--- src/rtl/tsp_pkg.sv ---
/*
 * Constants, types and rule summary for the task state and I/O permission block.
 * Assumes a core that drives requests one at a time and a memory port that answers them.
 */
// Contract
// - With virtual_mode_ext_flag set, redirect v86 interrupts via the segment's redirection bitmap.
// - In a 32-bit segment, each saved selector is four bytes, upper two zero.
// - A faulting segment access loads its address into fault_address_register.
// - Saving to a 16-bit segment stores only the low half of flags_register.
// - Returning to a 16-bit task never re-enters virtual-8086 mode.
// - Permission byte lives at map base plus port offset inside the segment.
// - The segment is 32-bit; lookup addresses never wrap at 64K.
// - Map base plus offset above the segment limit raises general_protection_fault.
`default_nettype none
package tsp_pkg;
	localparam logic [31:0] TSP_SEL_UPPER_ZERO = 32'h0000_FFFF;
	localparam logic [31:0] TSP_FLAGS_LOW_MASK = 32'h0000_FFFF;
	localparam int          TSP_VM_BIT         = 17;
	localparam int          TSP_BYTE_SHIFT     = 3;
	localparam logic [31:0] TSP_MAP_BOUND      = 32'h0000_DFFF;
	localparam logic [31:0] TSP_REDIR_OFFSET   = 32'h0000_0020;
	localparam logic [4:0]  TSP_ST_IDLE        = 5'h01;
	typedef enum logic [4:0] {
		TSP_IDLE  = 5'h01,
		TSP_PERM  = 5'h02,
		TSP_SAVE  = 5'h04,
		TSP_REDIR = 5'h08,
		TSP_DONE  = 5'h10
	} tsp_state_e;
endpackage
`default_nettype wire

--- src/rtl/tsp_core.sv ---
/*
 * Task state segment handling: selector and flags save, I/O permission lookup,
 * interrupt redirection lookup, fault address capture.
 * Assumes a memory port that answers each read or write with i_mem_ack, and
 * i_mem_pf on a page fault. Requests arrive from core logic on the same clock.
 * Limitation: an interrupt lookup asked for while the extension is off is
 * finished at once without a memory access, so the core is never left waiting.
 */
`default_nettype none
module tsp_core
	import tsp_pkg::*;
(
	input  wire logic        i_clock,
	input  wire logic        i_nrst,
	input  wire logic        i_virtual_mode_ext_flag,
	input  wire logic        i_io_req,
	input  wire logic [15:0] i_io_port,
	input  wire logic        i_save_req,
	input  wire logic        i_seg_is32,
	input  wire logic [15:0] i_sel_value,
	input  wire logic [31:0] i_flags_register,
	input  wire logic        i_restore_req,
	input  wire logic [31:0] i_restore_flags,
	input  wire logic        i_v86_int_req,
	input  wire logic [7:0]  i_int_vector,
	input  wire logic [31:0] i_seg_base,
	input  wire logic [31:0] i_seg_limit,
	input  wire logic [31:0] i_map_base,
	input  wire logic        i_mem_ack,
	input  wire logic        i_mem_pf,
	input  wire logic [7:0]  i_mem_rdata,
	output logic             o_mem_req,
	output logic             o_mem_we,
	output logic [31:0]      o_mem_addr,
	output logic [31:0]      o_mem_wdata,
	output logic             o_io_issue,
	output logic             o_general_protection_fault,
	output logic             o_page_fault,
	output logic [31:0]      o_fault_address_register,
	output logic [31:0]      o_restored_flags,
	output logic             o_redirect,
	output logic             o_done
);
	import tsp_pkg::*;

	// ********************
	// State
	// ********************
	typedef struct packed {
		tsp_state_e  st;
		logic        mem_req;
		logic        mem_we;
		logic [31:0] addr;
		logic [31:0] wdata;
		logic [2:0]  bit_sel;
		logic        io_issue;
		logic        gpf;
		logic        pf;
		logic [31:0] far;
		logic [31:0] rflags;
		logic        redirect;
		logic        done;
	} tsp_state_s;

	tsp_state_s  r;
	tsp_state_s  next_r;
	logic        virtual_mode_ext_flag;
	logic [32:0] perm_addr;
	logic [31:0] redir_addr;

	// ********************
	// Synchroniser
	// ********************
	// Control register bit comes from another unit's timing, so it is synchronised
	tsp_sync u_vme (
		.i_clock (i_clock),
		.i_nrst  (i_nrst),
		.i_async (i_virtual_mode_ext_flag),
		.o_level (virtual_mode_ext_flag)
	);

	// ********************
	// Lookup addresses
	// ********************
	// Full 33-bit sum so the offset can never wrap at 64K or 4G
	assign perm_addr = {1'b0, i_map_base} + {20'h0_0000, i_io_port[15:TSP_BYTE_SHIFT]};
	// Redirection bitmap sits just below the I/O map, one bit per vector
	assign redir_addr = i_seg_base + i_map_base - TSP_REDIR_OFFSET
		+ {27'h000_0000, i_int_vector[7:TSP_BYTE_SHIFT]};

	// ********************
	// Next state
	// ********************
	always_comb begin
		next_r          = r;
		next_r.io_issue = 1'b0;
		next_r.gpf      = 1'b0;
		next_r.pf       = 1'b0;
		next_r.done     = 1'b0;
		next_r.redirect = 1'b0;
		unique case (r.st)
			TSP_IDLE: begin
				if (i_io_req) begin
					if (perm_addr > {1'b0, i_seg_limit}) begin
						next_r.gpf  = 1'b1;
						next_r.done = 1'b1;
					end else begin
						next_r.st      = TSP_PERM;
						next_r.mem_req = 1'b1;
						next_r.mem_we  = 1'b0;
						next_r.addr    = i_seg_base + perm_addr[31:0];
						next_r.bit_sel = i_io_port[2:0];
					end
				end else if (i_save_req) begin
					next_r.st      = TSP_SAVE;
					next_r.mem_req = 1'b1;
					next_r.mem_we  = 1'b1;
					next_r.addr    = i_seg_base;
					if (i_seg_is32) begin
						next_r.wdata = {16'h0000, i_sel_value} & TSP_SEL_UPPER_ZERO;
					end else begin
						next_r.wdata = i_flags_register & TSP_FLAGS_LOW_MASK;
					end
				end else if (i_restore_req) begin
					next_r.rflags = i_restore_flags;
					if (!i_seg_is32) begin
						// Upper word never saved, so the mode bit stays off
						next_r.rflags = i_restore_flags & TSP_FLAGS_LOW_MASK;
					end
					next_r.done = 1'b1;
				end else if (i_v86_int_req && virtual_mode_ext_flag) begin
					next_r.st      = TSP_REDIR;
					next_r.mem_req = 1'b1;
					next_r.mem_we  = 1'b0;
					next_r.addr    = redir_addr;
					next_r.bit_sel = i_int_vector[TSP_BYTE_SHIFT-1:0];
				end else if (i_v86_int_req) begin
					// Extension off: nothing to redirect, so finish without a lookup
					next_r.done = 1'b1;
				end
			end
			TSP_PERM: begin
				if (i_mem_ack) begin
					next_r.mem_req = 1'b0;
					next_r.st      = TSP_DONE;
					next_r.done    = 1'b1;
					if (i_mem_pf) begin
						next_r.pf  = 1'b1;
						next_r.far = r.addr;
					end else if (i_mem_rdata[r.bit_sel]) begin
						// Transfer released only after the permission bit reads clear
						next_r.gpf = 1'b1;
					end else begin
						next_r.io_issue = 1'b1;
					end
				end
			end
			TSP_SAVE: begin
				if (i_mem_ack) begin
					next_r.mem_req = 1'b0;
					next_r.st      = TSP_DONE;
					next_r.done    = 1'b1;
					if (i_mem_pf) begin
						next_r.pf  = 1'b1;
						next_r.far = r.addr;
					end
				end
			end
			TSP_REDIR: begin
				if (i_mem_ack) begin
					next_r.mem_req = 1'b0;
					next_r.st      = TSP_DONE;
					next_r.done    = 1'b1;
					if (i_mem_pf) begin
						next_r.pf  = 1'b1;
						next_r.far = r.addr;
					end else begin
						next_r.redirect = ~i_mem_rdata[r.bit_sel];
					end
				end
			end
			TSP_DONE: begin
				// One quiet cycle keeps a new request off the tail of the last answer
				next_r.st = TSP_IDLE;
			end
			default: begin
				next_r.st = TSP_IDLE;
			end
		endcase
	end

	// ********************
	// Registers
	// ********************
	always_ff @(posedge i_clock or negedge i_nrst) begin
		if (!i_nrst) begin
			r <= '{st: TSP_IDLE, default: '0};
		end else begin
			r <= next_r;
		end
	end

	// ********************
	// Outputs
	// ********************
	// Every output is a register field, so nothing combinational reaches a pin
	assign o_mem_req                  = r.mem_req;
	assign o_mem_we                   = r.mem_we;
	assign o_mem_addr                 = r.addr;
	assign o_mem_wdata                = r.wdata;
	assign o_io_issue                 = r.io_issue;
	assign o_general_protection_fault = r.gpf;
	assign o_page_fault               = r.pf;
	assign o_fault_address_register   = r.far;
	assign o_restored_flags           = r.rflags;
	assign o_redirect                 = r.redirect;
	assign o_done                     = r.done;
endmodule
`default_nettype wire

--- src/rtl/tsp_sync.sv ---
/*
 * Three-flop synchroniser for an outside level.
 * Assumes one clock; change taken when second and third flops agree.
 */
`default_nettype none
module tsp_sync (
	input  wire logic i_clock,
	input  wire logic i_nrst,
	input  wire logic i_async,
	output logic      o_level
);
	logic [2:0] shreg;
	always_ff @(posedge i_clock or negedge i_nrst) begin
		if (!i_nrst) begin
			shreg   <= 3'h0;
			o_level <= 1'b0;
		end else begin
			shreg <= {shreg[1:0], i_async};
			if (shreg[1] == shreg[2]) begin
				o_level <= shreg[2];
			end
		end
	end
endmodule
`default_nettype wire

--- config.mk ---
export PLATFORM = sky130hd
export DESIGN_NAME = tsp_core
export DESIGN_NICKNAME = d
export VERILOG_FILES = /design/src/rtl/tsp_pkg.sv /design/src/rtl/tsp_core.sv /design/src/rtl/tsp_sync.sv
export SDC_FILE = /design/constraint.sdc
export NUM_CORES = 1
export LEC_CHECK = 0
export BUFFER_PORTS_ARGS = -buffer_cell sky130_fd_sc_hd__buf_2
export CAP_MARGIN = 10
export CORE_UTILIZATION = 40
export CTS_CLUSTER_SIZE = 16
export DETAILED_ROUTE_END_ITERATION = 7
export HOLD_SLACK_MARGIN = 0.15
export PLACE_DENSITY = 0.67
export SYNTH_ARGS = -nofsm -noshare
export SYNTH_HDL_FRONTEND = slang
export SYNTH_SLANG_ARGS = --single-unit
--- constraint.sdc ---
create_clock -name i_clock -period 2.45 [get_ports i_clock]
set_input_delay 0.3675 -clock i_clock [delete_from_list [all_inputs] [get_ports i_clock]]
set_output_delay 0.3675 -clock i_clock [all_outputs]
set_load 0.1 [all_outputs]
== After elaboration in Yosys (flattened, before gate mapping) ==
Cells that the tools add are included.
Word-level totals
  register bits: 147
  input port bits: 218
  output and inout port bits: 135
  logic and storage cells: 93
Operators by class
  add/sub/neg operators: 5
  order comparisons: 2
  eq/ne operators: 15
  mux-type cells: 38
  bitwise logic cells: 3
  reductions and logical operators: 15
Operators with widths (number)
  $mux W39: 5
  $mux W33: 2
  $pmux W33 S2: 1
  $add A32 B32 Y32: 2
  $mux W35: 1
  $add A32 B13 Y33: 1
  $gt A33 B32 Y1: 1
  $add A32 B5 Y32: 1
  $mux W32: 1
  $sub A32 B6 Y32 const B: 1
  $mux W16: 1
  $mux W3: 5
  $mux W1: 14
  $reduce_and A4 Y1: 3
  $pmux W5 S2: 1
  $reduce_and A5 Y1: 2
  $ne A2 B2 Y1 const B: 4
  $ne A4 B4 Y1 const B: 2
  $mux W6: 1
  $ne A3 B3 Y1 const B: 2
  $reduce_and A3 Y1: 2
  $reduce_bool A2 Y1: 3
  $eq A5 B1 Y1 const B: 1
  $eq A5 B2 Y1 const B: 1
  other kinds (14): 20

== Longest topological paths before layout ==
Gate-level depths: netlist of the first run.
  word-level depth: 8
  gate-level depth with buffers: 25
  mapped depth without buffers: 23

== By module ==
Synthesis of the first run repeated with hierarchy kept, for this count alone.
Second synthesis, totals
  cell total of the unflattened synthesis: 1571
  area, all modules: 12492.0 µm²
Modules (own cells, without submodules)
  tsp_core: times used 1, cells each 1566, area an instance 12380.6 µm², seq. area each 3179.3 µm²
  tsp_sync: times used 1, cells each 5, area an instance 111.4 µm², seq. area each 100.1 µm²

== Worst setup path before layout of the first run ==
No wires, ideal clock.
  path kind: input -> register
  from: input port i_io_port[3]
  to: register r, in the netlist o_mem_addr[31]
  arrival: 4908 ps
  data required time: 2324 ps
  slack: -2584 ps
  cell stages on the path: 24
  cells stage by stage: ha_1 -> fa_1 -> a21oi_1 -> o211ai_1 -> a31oi_2 -> o221ai_2 -> a21o_1 -> and3_4 -> nor2b_1 -> and2_1 -> nand3_1 -> xnor2_1 -> ha_1 -> a21o_1 -> a21o_1 -> a21oi_1 -> o211ai_1 -> a221oi_1 -> a21boi_0 -> a41oi_4 -> nand3_2 -> buf_6 -> buf_6 -> a221o_1
On the way
  longest elaborated chain between the ends: 4
  elaborated cells on any way between the ends: 7
  those cells by class: 2 x add/sub; 1 x order compare; 1 x eq/ne; 2 x mux; 1 x reduce/logical
Ends and longest elaborated chain
  start, declared: line tsp_core.sv:17  | input wire logic [15:0] i_io_port,
  $add A32 B13 Y33 *: line tsp_core.sv:86  | assign perm_addr = {1'b0, i_map_base} + {20'h0_0000, i_io_port[15:TSP_BYTE_SHIFT]};
  $gt A33 B32 Y1 or $add A32 B32 Y32 (tied branches): line tsp_core.sv:104, tsp_core.sv:111
  $ne A2 B2 Y1 (no source line) or $mux W39 (tied branches)
  $reduce_and A4 Y1 (no source line) or $mux W39 (tied branches)
  end signal, assigned: line tsp_core.sv:199  | r <= next_r;
  end, declared: line tsp_core.sv:65  | tsp_state_s r;
Every way passes the cells marked *; elsewhere a longest branch is shown, timed or not. The select of a mux whose other input is x is not followed.
A chain may end at the register's enable or synchronous reset.

== Final worst setup path of the first run ==
  from: input port i_map_base[0]
  to: register r, in the netlist o_mem_addr[22]
On the way
  longest elaborated chain between the ends: 7
  elaborated cells on any way between the ends: 13
  those cells by class: 5 x add/sub; 1 x order compare; 1 x eq/ne; 5 x mux; 1 x reduce/logical
Ends and longest elaborated chain
  start, declared: line tsp_core.sv:28  | input wire logic [31:0] i_map_base,
  $add A32 B32 Y32: line tsp_core.sv:88  | assign redir_addr = i_seg_base + i_map_base - TSP_REDIR_OFFSET
  $sub A32 B6 Y32: line tsp_core.sv:88
  $add A32 B5 Y32: line tsp_core.sv:89  | + {27'h000_0000, i_int_vector[7:TSP_BYTE_SHIFT]};
  $mux W39: line tsp_core.sv:131  | end else if (i_v86_int_req && virtual_mode_ext_flag) begin
  $mux W39: line tsp_core.sv:124  | end else if (i_restore_req) begin
  $mux W39: line tsp_core.sv:114  | end else if (i_save_req) begin
  $mux W39: line tsp_core.sv:103  | if (i_io_req) begin
Several ways; a longest one is shown, not always the timed one. The select of a mux whose other input is x is not followed.

==> results of run 1 <==
## repair_timing
item / 4_1_cts / 5_1_grt
pin swaps: 25 / 22
setup buffers: 10 / 5
hold buffers: 11 / 0
setup endpoints to repair: 42 / 64
endpoints found under the hold margin: 61 / 0
resized for setup: 54 / 33
## logic make-up after synthesis
family                   Yosys count  share of synthesized area, %
other                              1                        0.0305
AND/OR/NAND/NOR                  480                          17.3
buffers and inverters            347                          14.6
XOR/XNOR                          74                          5.28
multiplexers                      31                          2.75
adder cells (fa/ha/maj)          141                          14.8
flip-flops                       131                          26.7
AO/OA/AOI/OAI                    355                          18.5
## layer usage
metal	wire length (µm)	track usage (%)	vias to the layer above
met5	0	0	-
met4	749	6.73	0
met3	2090	2.77	36
met2	17000	39.3	415
met1	17200	31.4	5526
li1	-	-	6247
## power by group through the flow
stage	Sequential, µW	Combinational, µW	Clock, µW
3_3_place_gp	3750	12100	0
5_1_grt	3890	13400	2700
4_1_cts	3770	12600	2610
2_1_floorplan	3730	10500	0
6_report	3770	12700	2560
3_5_place_dp	3790	12300	0
## synthesized netlist by cell type, types with 3 or more instances
cell / count
sky130_fd_sc_hd__nand2_1: 273
sky130_fd_sc_hd__inv_1: 166
sky130_fd_sc_hd__ha_1: 132
sky130_fd_sc_hd__dfrtp_1: 130
sky130_fd_sc_hd__buf_4: 128
sky130_fd_sc_hd__a21oi_1: 113
sky130_fd_sc_hd__o21ai_0: 84
sky130_fd_sc_hd__nor2_1: 60
sky130_fd_sc_hd__xnor2_1: 50
sky130_fd_sc_hd__nand3_1: 47
sky130_fd_sc_hd__clkbuf_1: 44
sky130_fd_sc_hd__a21o_1: 38
sky130_fd_sc_hd__mux2i_1: 27
sky130_fd_sc_hd__xor2_1: 24
sky130_fd_sc_hd__nor3_1: 21
sky130_fd_sc_hd__o211ai_1: 19
sky130_fd_sc_hd__and3_1: 15
sky130_fd_sc_hd__a211oi_1: 13
sky130_fd_sc_hd__nor2b_1: 13
sky130_fd_sc_hd__a31oi_1: 12
sky130_fd_sc_hd__nand4_1: 11
sky130_fd_sc_hd__o21a_1: 10
sky130_fd_sc_hd__nand2b_1: 9
sky130_fd_sc_hd__fa_1: 8
sky130_fd_sc_hd__o31a_1: 7
sky130_fd_sc_hd__o31ai_1: 7
sky130_fd_sc_hd__and2_1: 6
sky130_fd_sc_hd__buf_1: 6
sky130_fd_sc_hd__nor4_1: 5
sky130_fd_sc_hd__o21bai_1: 5
sky130_fd_sc_hd__or2_2: 5
sky130_fd_sc_hd__a41oi_1: 4
sky130_fd_sc_hd__a2111oi_0: 3
sky130_fd_sc_hd__a21boi_0: 3
sky130_fd_sc_hd__a22o_1: 3
sky130_fd_sc_hd__nand3b_1: 3
sky130_fd_sc_hd__or3_1: 3
## state kept, by name, indices dropped and copies added (netlist names), 3 cells and up
register / flops
u_vme.shreg: 3
o_fault_address_register: 32
o_mem_addr: 32
r: 8
o_restored_flags: 32
o_mem_wdata: 16
## final cells by class
type / count / area [µm²] / share of cell area [%]
Multi-Input combinational cell: 1097 / 7560 / 44.3
Timing Repair Buffer: 682 / 4520 / 26.5
Sequential cell: 131 / 3280 / 19.2
Inverter: 167 / 627 / 3.67
Tap cell: 390 / 488 / 2.86
Clock buffer: 21 / 480 / 2.81
Clock inverter: 11 / 126 / 0.740
## stage by stage
stage          total power [µW]  hold slack, ns  utilization [%]  area [µm²]  setup slack (ns)
5_1_grt                   20000           0.168             57.0       17100             -2.22
3_3_place_gp              15900           0.339             53.2       15900             -2.50
3_5_place_dp              16100           0.341             53.2       15900             -2.63
2_1_floorplan             14300          0.0719                -       12400             -2.11
6_report                  19000           0.188             57.0       17100             -2.00
4_1_cts                   19000           0.165             56.4       16900             -2.09
## worst max-delay path by stage
| stage | from | cells past startpoint | slack [ns] | to |
|---|---|---|---|---|
| 2_1_floorplan | i_io_port[3] | 24 | -2.11 | o_mem_addr[31] |
| 3_3_place_gp | i_map_base[0] | 24 | -2.50 | o_mem_addr[29] |
| 3_5_place_dp | i_map_base[0] | 24 | -2.63 | o_mem_addr[29] |
| 4_1_cts | i_map_base[0] | 26 | -2.09 | r[141] |
| 5_1_grt | i_map_base[0] | 26 | -2.22 | o_mem_addr[22] |
| 6_report | i_map_base[0] | 26 | -2.00 | o_mem_addr[22] |
## worst max-delay path, stage by stage
cell,delay [ns]
sky130_fd_sc_hd__buf_8,0.10
sky130_fd_sc_hd__ha_4,0.16
sky130_fd_sc_hd__fa_2,0.39
sky130_fd_sc_hd__a21oi_2,0.18
sky130_fd_sc_hd__o211ai_1,0.15
sky130_fd_sc_hd__a31oi_2,0.21
sky130_fd_sc_hd__o221ai_2,0.13
sky130_fd_sc_hd__a21o_1,0.19
sky130_fd_sc_hd__and3_4,0.15
sky130_fd_sc_hd__nor2b_4,0.13
sky130_fd_sc_hd__and2_4,0.16
sky130_fd_sc_hd__nand3_4,0.08
sky130_fd_sc_hd__xnor2_4,0.14
sky130_fd_sc_hd__ha_4,0.23
sky130_fd_sc_hd__a21o_1,0.16
sky130_fd_sc_hd__a21o_1,0.16
sky130_fd_sc_hd__a21oi_2,0.16
sky130_fd_sc_hd__o211ai_1,0.11
sky130_fd_sc_hd__a221oi_1,0.29
sky130_fd_sc_hd__a21boi_1,0.16
sky130_fd_sc_hd__a41oi_4,0.31
sky130_fd_sc_hd__nand3_4,0.12
sky130_fd_sc_hd__buf_12,0.16
sky130_fd_sc_hd__buf_12,0.14
sky130_fd_sc_hd__a221oi_2,0.17
sky130_fd_sc_hd__a21o_1,0.10
==> summary by stage, run 1 <==
Outcome
The flow ran to the end, but the final reports show violations. The checks that failed: negative setup slack.

Power
The clock network is responsible for between 10 and 15% of the overall power. The net switching power figure is 11100 µW. For this design the ratio of total power to cell area is ~1100 nW/µm². The share of power burned in combinational logic is 66.8%. In this run the static leakage power is about 0.0094 µW. The maximum vdd drop is a little under 1 mV. The switching portion of total power is around three fifths. The relative contribution of sequential cells to total power is 19.8%. The internal power of the cells totals 7890 µW.

Route
The number of violations reported at the end of detailed-routing iteration 0 is 504. The number of detailed-route iterations in the first pass is 5. After detailed routing, the average wire length per cell comes to around 15 µm.

The via count normalized by instance count is between 4 and 5. The total via count after detailed routing is 12200. The number of DRC violations after detailed routing is 0.

Once detail routing completed, the nets flagged for antenna violations numbered 0. The final layout contains routed wiring with a total length of roughly 37000 µm.

Timing
For the final database, setup skew stands at 0.00944 ns. After layout, the worst setup slack is -2.00 ns. After layout, the minimum clock period comes to roughly 4.5 ns.

The worst max-slew margin expressed relative to the limit is 52.9%. Setup repair after global routing could not meet its margin everywhere. The total count of max-transition violations in the final report is 0. The final-report hold violation count came to 0. The post-route setup TNS is -81.02 ns. The highest achievable clock rate is 225 MHz. For the pin with the worst max-slew slack, the measured transition is approximately 0.7 ns. The worst path uses 182% of the clock period. The count of final setup violators is 42.

GRT
The initial antenna violation count is 0. The via count of the first global-routing pass is around 12000. The wire length of the first global-routing pass is between 50000 and 60000 µm. The maximum number of pins on one net before global-route repair is 57. The global routing usage summed across all routing layers is 23.4%. The sum of overflow across all layers after global routing is 0.

Worst setup path
The setup check on the worst reg-to-reg path leaves a slack of about 0.35 ns. The signal arrival time at the worst endpoint is 4.81 ns. The setup path with the least slack is of type input pin to flip-flop. STA classifies the critical path startpoint as an input pin.

In this run the critical register-to-register path is launched from r[139]. The worst setup path is captured at a flip-flop. At the worst endpoint, the required time is 2.81 ns. Counting cells, the worst reg-to-reg path comes to 8. The critical register-to-register path endpoint is o_fault_address_register[16].

The highest fanout seen on the critical path is 8.

Layout
The ratio of cells with drive above 1 in the final layout is ~37%. The count of nets after finishing is approximately 2500. The number of antenna diodes in the final layout is 0. In the layout the commonest cells are sky130_fd_sc_hd__buf_4 (332), sky130_fd_sc_hd__buf_2 (316), sky130_fd_sc_hd__nand2_1 (267), sky130_fd_sc_hd__inv_1 (166), sky130_fd_sc_hd__dfrtp_1 (130).

For this run, the number of standard cells in the final layout without fillers is 2499. Compared with the post-synthesis result, the final layout area differs by 39.0%. Leaving out fill and tap cells, the most frequent cell in the layout is sky130_fd_sc_hd__buf_4.

The layout has 2711 filler cells.

Place
The cell count after placement is 2441. The count of buffers added on input and output ports is 320. After legalization and detailed placement, the total HPWL measured 30600 µm.

The weighted congestion reported at the end of routability-driven placement is 0.967.

Clock network
Buffers inserted during clock tree synthesis total 17. The clock slew at the register clock pins of the worst setup and hold paths is ~0.060 ns. Counting every sink on the clock net gives 131. In this run the number of H-tree levels came out at 4. The insertion delay of the later-clocked pin in the worst-skew pair is 0.41 ns. The tree is rooted in a sky130_fd_sc_hd__clkbuf_16.

The TritonCTS clock tree is yes. The longest clock path from root to sink contains 2 buffers.

Logic synthesis
The number of unique standard cell types used by synthesis is 77. After synthesis, flip-flops and latches occupy 26.7% of the total area. The top cell type by area accounts for 26.5% of the synthesized area.

After synthesis, the cell types taking the most area are sky130_fd_sc_hd__dfrtp_1 (26%), sky130_fd_sc_hd__ha_1 (13%), sky130_fd_sc_hd__nand2_1 (8.3%), sky130_fd_sc_hd__buf_4 (7.8%), sky130_fd_sc_hd__inv_1 (5.1%). The most instantiated flip-flop cell in the synthesis netlist is sky130_fd_sc_hd__dfrtp_1. The share of async-settable or async-resettable flops after synthesis is 100%. The synthesized design spends more area on one cell type than any other, namely sky130_fd_sc_hd__dfrtp_1. Counting flops and latches in the post-synthesis netlist gives 131. The count of synthesis-stage warnings from yosys is 0. In this run the cell area of the synthesized design comes to between 10000 and 15000 µm². The synthesized area per cell is 7.88 µm².

After technology mapping, the gate count stands at 1560. The count of flip-flops with a built-in enable after synthesis is 0.

Worst hold path
The tightest min-delay check is of the input pin to flip-flop type. The worst hold path terminates at o_restored_flags[20]. Along the worst hold path, the cell count comes to 3. The launch instance of the worst min-delay path is i_restore_flags[20].

Floorplanning
Once the floorplan was initialized, standard cells occupied 41.0% of the core. After floorplanning, the core was divided into between 60 and 70 placement rows. The width of the chip is around 180 µm. The height of the chip is around 180 µm. The number of placed I/O pins is 353. The die covers about 31000 µm². After floorplanning, the core was sized to cover 30000 µm².

Run
Across the run, the number of max-cap violations was 0.
Power figures use the tool's default switching activity.
==> inputs of run 2 (changes only) <==
- CTS_BUF_LIST: not set -> sky130_fd_sc_hd__clkbuf_16
- SKIP_LAST_GASP: not set -> 1
==> summary by stage, run 2 (same netlist as run 1, synthesis figures left out) <==
Outcome
Run status: finished, violations left (unchanged). Violated checks: negative setup slack (unchanged).

Route
The average wire per standard cell is 14.8 µm (about the same). The final wirelength is 37100 µm (was 37000 µm). The via count normalized by instance count was 4.87 (was 4.89). The number of DRC violations after detailed routing was 0 (unchanged). The number of violations reported at the end of detailed-routing iteration 0 was 550 (was 504). The number of detailed-route iterations in the first pass is 5 (unchanged). The total via count after detailed routing was 12200 (about the same).

The antenna violation net count after detailed routing is 0 (unchanged).

GRT
The wire length of the first global-routing pass is 57900 µm (about the same). The global routing usage summed across all routing layers is 23.4% (about the same). The sum of overflow across all layers after global routing is 0 (unchanged).

The via count of the first global-routing pass is 11500 (was 11600). The maximum number of pins on one net before global-route repair is 57 (unchanged). The initial antenna violation count is 0 (unchanged).

Timing
The worst setup skew after layout came to 0.00835 ns (was 0.00944 ns). The count of final setup violators is 42 (unchanged). The final-report hold violation count is 0 (unchanged).

The highest achievable clock rate is 223 MHz (was 225 MHz). The fraction of the cycle the final worst path needs is 183% (was 182%). The transition time at the pin with the least slew margin is 0.704 ns (was 0.707 ns). The shortest period the worst path allows is 4.48 ns (was 4.45 ns). The least setup slack across all paths after layout was -2.03 ns (was -2.00 ns).

The worst max-slew margin expressed relative to the limit is 53.1% (was 52.9%). RSZ-0062 raised after global routing: yes (unchanged). The total count of max-transition violations in the final report is 0 (unchanged).

Worst setup path
The sort of element at the start of the critical path is an input pin (unchanged). The signal arrival time at the worst endpoint is 4.77 ns (was 4.81 ns). The required time at the endpoint of the critical path was 2.75 ns (was 2.81 ns). The path type of the worst setup path is input pin to flip-flop (unchanged). The highest fanout seen on the critical path is 4 (was 8).

The kind of capture point of the worst setup path was a flip-flop (unchanged).

Clock network
The sink count of the clock tree is 131 (unchanged). The number of buffers on the longest clock path came to 2 (unchanged). The level count of the clock H-tree came to 4 (unchanged). The insertion delay of the later-clocked pin in the worst-skew pair is 0.41 ns (about the same).

The cell chosen for the clock root is sky130_fd_sc_hd__clkbuf_16 (unchanged). The TritonCTS clock tree is yes (unchanged). The clock slew at the register clock pins of the worst setup and hold paths is 0.06 ns (about the same).

The clock buffer count from CTS came to 17 (unchanged).

Power
The maximum vdd drop is 0.968 mV (about the same). The reported leakage power was 0.00934 µW (was 0.00937 µW). The internal power summed over all cells is 7790 µW (was 7890 µW).

The switching portion of total power was 58.8% (was 58.6%). The share of power burned in combinational logic is 67.2% (was 66.8%). The relative contribution of sequential cells to total power came to 19.9% (was 19.8%). The total power density per cell area is 1110 nW/µm² (about the same).

The net switching power figure is 11100 µW (about the same). The total power draw is 18900 µW (was 19000 µW). The clock network fraction of design power is 12.9% (was 13.4%).

Place
The weighted congestion reported at the end of routability-driven placement is 0.967 (unchanged). The estimated wirelength of the detail-placed design is 30600 µm (unchanged). The count of input and output buffers came to 320 (unchanged). The cell count after placement is 2441 (unchanged). The area of placed instances is 15900 µm² (unchanged).

Layout
Commonest cells after routing, fill and taps aside: sky130_fd_sc_hd__buf_4 (331), sky130_fd_sc_hd__buf_2 (316), sky130_fd_sc_hd__nand2_1 (270), sky130_fd_sc_hd__inv_1 (166), sky130_fd_sc_hd__dfrtp_1 (130) (was sky130_fd_sc_hd__buf_4 (332), sky130_fd_sc_hd__buf_2 (316), sky130_fd_sc_hd__nand2_1 (267), sky130_fd_sc_hd__inv_1 (166), sky130_fd_sc_hd__dfrtp_1 (130)). The most common cell after layout, fill and taps aside is sky130_fd_sc_hd__buf_4 (unchanged). The number of inserted filler cells in the final layout is 2735 (was 2711). The number of diodes added for antenna fixing is 0 (unchanged). The final cell count without fillers was 2501 (was 2499). The final design area excluding fillers is 17000 µm² (was 17100 µm²). The count of nets after finishing is 2456 (was 2454).

The relative area change from synthesis to final layout came to 38.5% (was 39.0%). The ratio of cells with drive above 1 in the final layout is 35.9% (was 36.5%).

Floorplanning
The initial core utilization is 41.0% (unchanged). The area of the core is 30000 µm² (unchanged). The width of the chip is 177 µm (unchanged).

The height of the chip was 177 µm (unchanged). The standard-cell row count is 63 (unchanged). The number of placed I/O pins is 353 (unchanged). The die outline area is 31400 µm² (unchanged).

Worst hold path
The class of the most critical hold timing path is input pin to flip-flop (unchanged).

Run
The max-capacitance violation count is 0 (unchanged).
[run 2: power groups by stage]
| stage | registers, µW | logic, µW | clock network, µW |
|---|---|---|---|
| global route | 3880 | 13400 | 2580 |
| CTS | 3760 | 12600 | 2490 |
| finish | 3760 | 12700 | 2430 |
| global placement | 3750 | 12100 | 0 |
| detailed placement | 3790 | 12300 | 0 |
| floorplan | 3730 | 10500 | 0 |
[run 2: final cells by class]
cell class              instances  area [µm²]  share of cell area (%)
repair buffers                684        4560                    26.8
clock inverters                15         141                   0.831
flip-flops and latches        131        3280                    19.3
well taps                     390         488                    2.87
inverters                     167         627                    3.68
clock buffers                  17         425                    2.50
multi-input cells            1097        7490                    44.0
[run 2: worst paths after layout]
path	startpoint	endpoint	slack (ns)	cells past startpoint
max in group asynchronous	i_nrst	r[138]	1.30	3
hold reg to reg	u_vme.shreg[0]	u_vme.shreg[1]	0.35	0
min in group asynchronous	i_nrst	o_restored_flags[29]	0.46	2
setup reg to reg	r[139]	o_fault_address_register[13]	0.25	7
setup / recovery	i_map_base[0]	o_mem_addr[31]	-2.03	25
hold / removal	i_restore_flags[2]	o_restored_flags[2]	0.19	3
[run 2: timing repair]
item | 4_1_cts | 5_1_grt
setup endpoints to repair | 42 | 74
hold buffers | 11 | 0
endpoints found under the hold margin | 61 | 0
gates cloned | 0 | 1
pin swaps | 26 | 20
buffers inserted | 12 | 4
gates resized for setup | 43 | 25
[run 2: layer usage]
metal / routed length (µm) / track usage, % / part of all wire (%) / up-vias
met4: 704 / 6.62 / 1.9 / 0
li1: - / - / - / 6246
met5: 0 / 0 / 0 / -
met2: 17000 / 39.4 / 46 / 386
met3: 2010 / 2.62 / 5.4 / 31
met1: 17400 / 31.5 / 47 / 5510
[run 2: metrics by stage]
step	hold slack, ns	TNS (ns)	util [%]	setup slack [ns]
6_report	0.186	-81.66	56.8	-2.03
5_1_grt	0.168	-91.37	56.8	-2.26
4_1_cts	0.166	-84.33	56.2	-2.12
3_5_place_dp	0.341	-105.09	53.2	-2.63
3_3_place_gp	0.339	-98.34	53.2	-2.50
2_1_floorplan	0.0719	-81.12	-	-2.11
[run 2: critical path, cell delays in order]
cell and delay, ns:
sky130_fd_sc_hd__buf_8 0.10, sky130_fd_sc_hd__ha_4 0.16, sky130_fd_sc_hd__fa_2 0.39, sky130_fd_sc_hd__a21oi_2 0.17
sky130_fd_sc_hd__o211ai_1 0.15, sky130_fd_sc_hd__a31oi_2 0.21, sky130_fd_sc_hd__o221ai_2 0.12, sky130_fd_sc_hd__a21o_1 0.19
sky130_fd_sc_hd__and3_4 0.15, sky130_fd_sc_hd__nor2b_4 0.13, sky130_fd_sc_hd__and2_4 0.16, sky130_fd_sc_hd__nand3_4 0.08
sky130_fd_sc_hd__xnor2_4 0.14, sky130_fd_sc_hd__ha_4 0.23, sky130_fd_sc_hd__a21o_1 0.16, sky130_fd_sc_hd__a21o_1 0.16
sky130_fd_sc_hd__a21oi_2 0.16, sky130_fd_sc_hd__o211ai_1 0.11, sky130_fd_sc_hd__a221oi_1 0.29, sky130_fd_sc_hd__a21boi_1 0.15
sky130_fd_sc_hd__a41oi_4 0.32, sky130_fd_sc_hd__nand3_4 0.13, sky130_fd_sc_hd__buf_6 0.14, sky130_fd_sc_hd__buf_6 0.10
sky130_fd_sc_hd__a221o_1 0.29
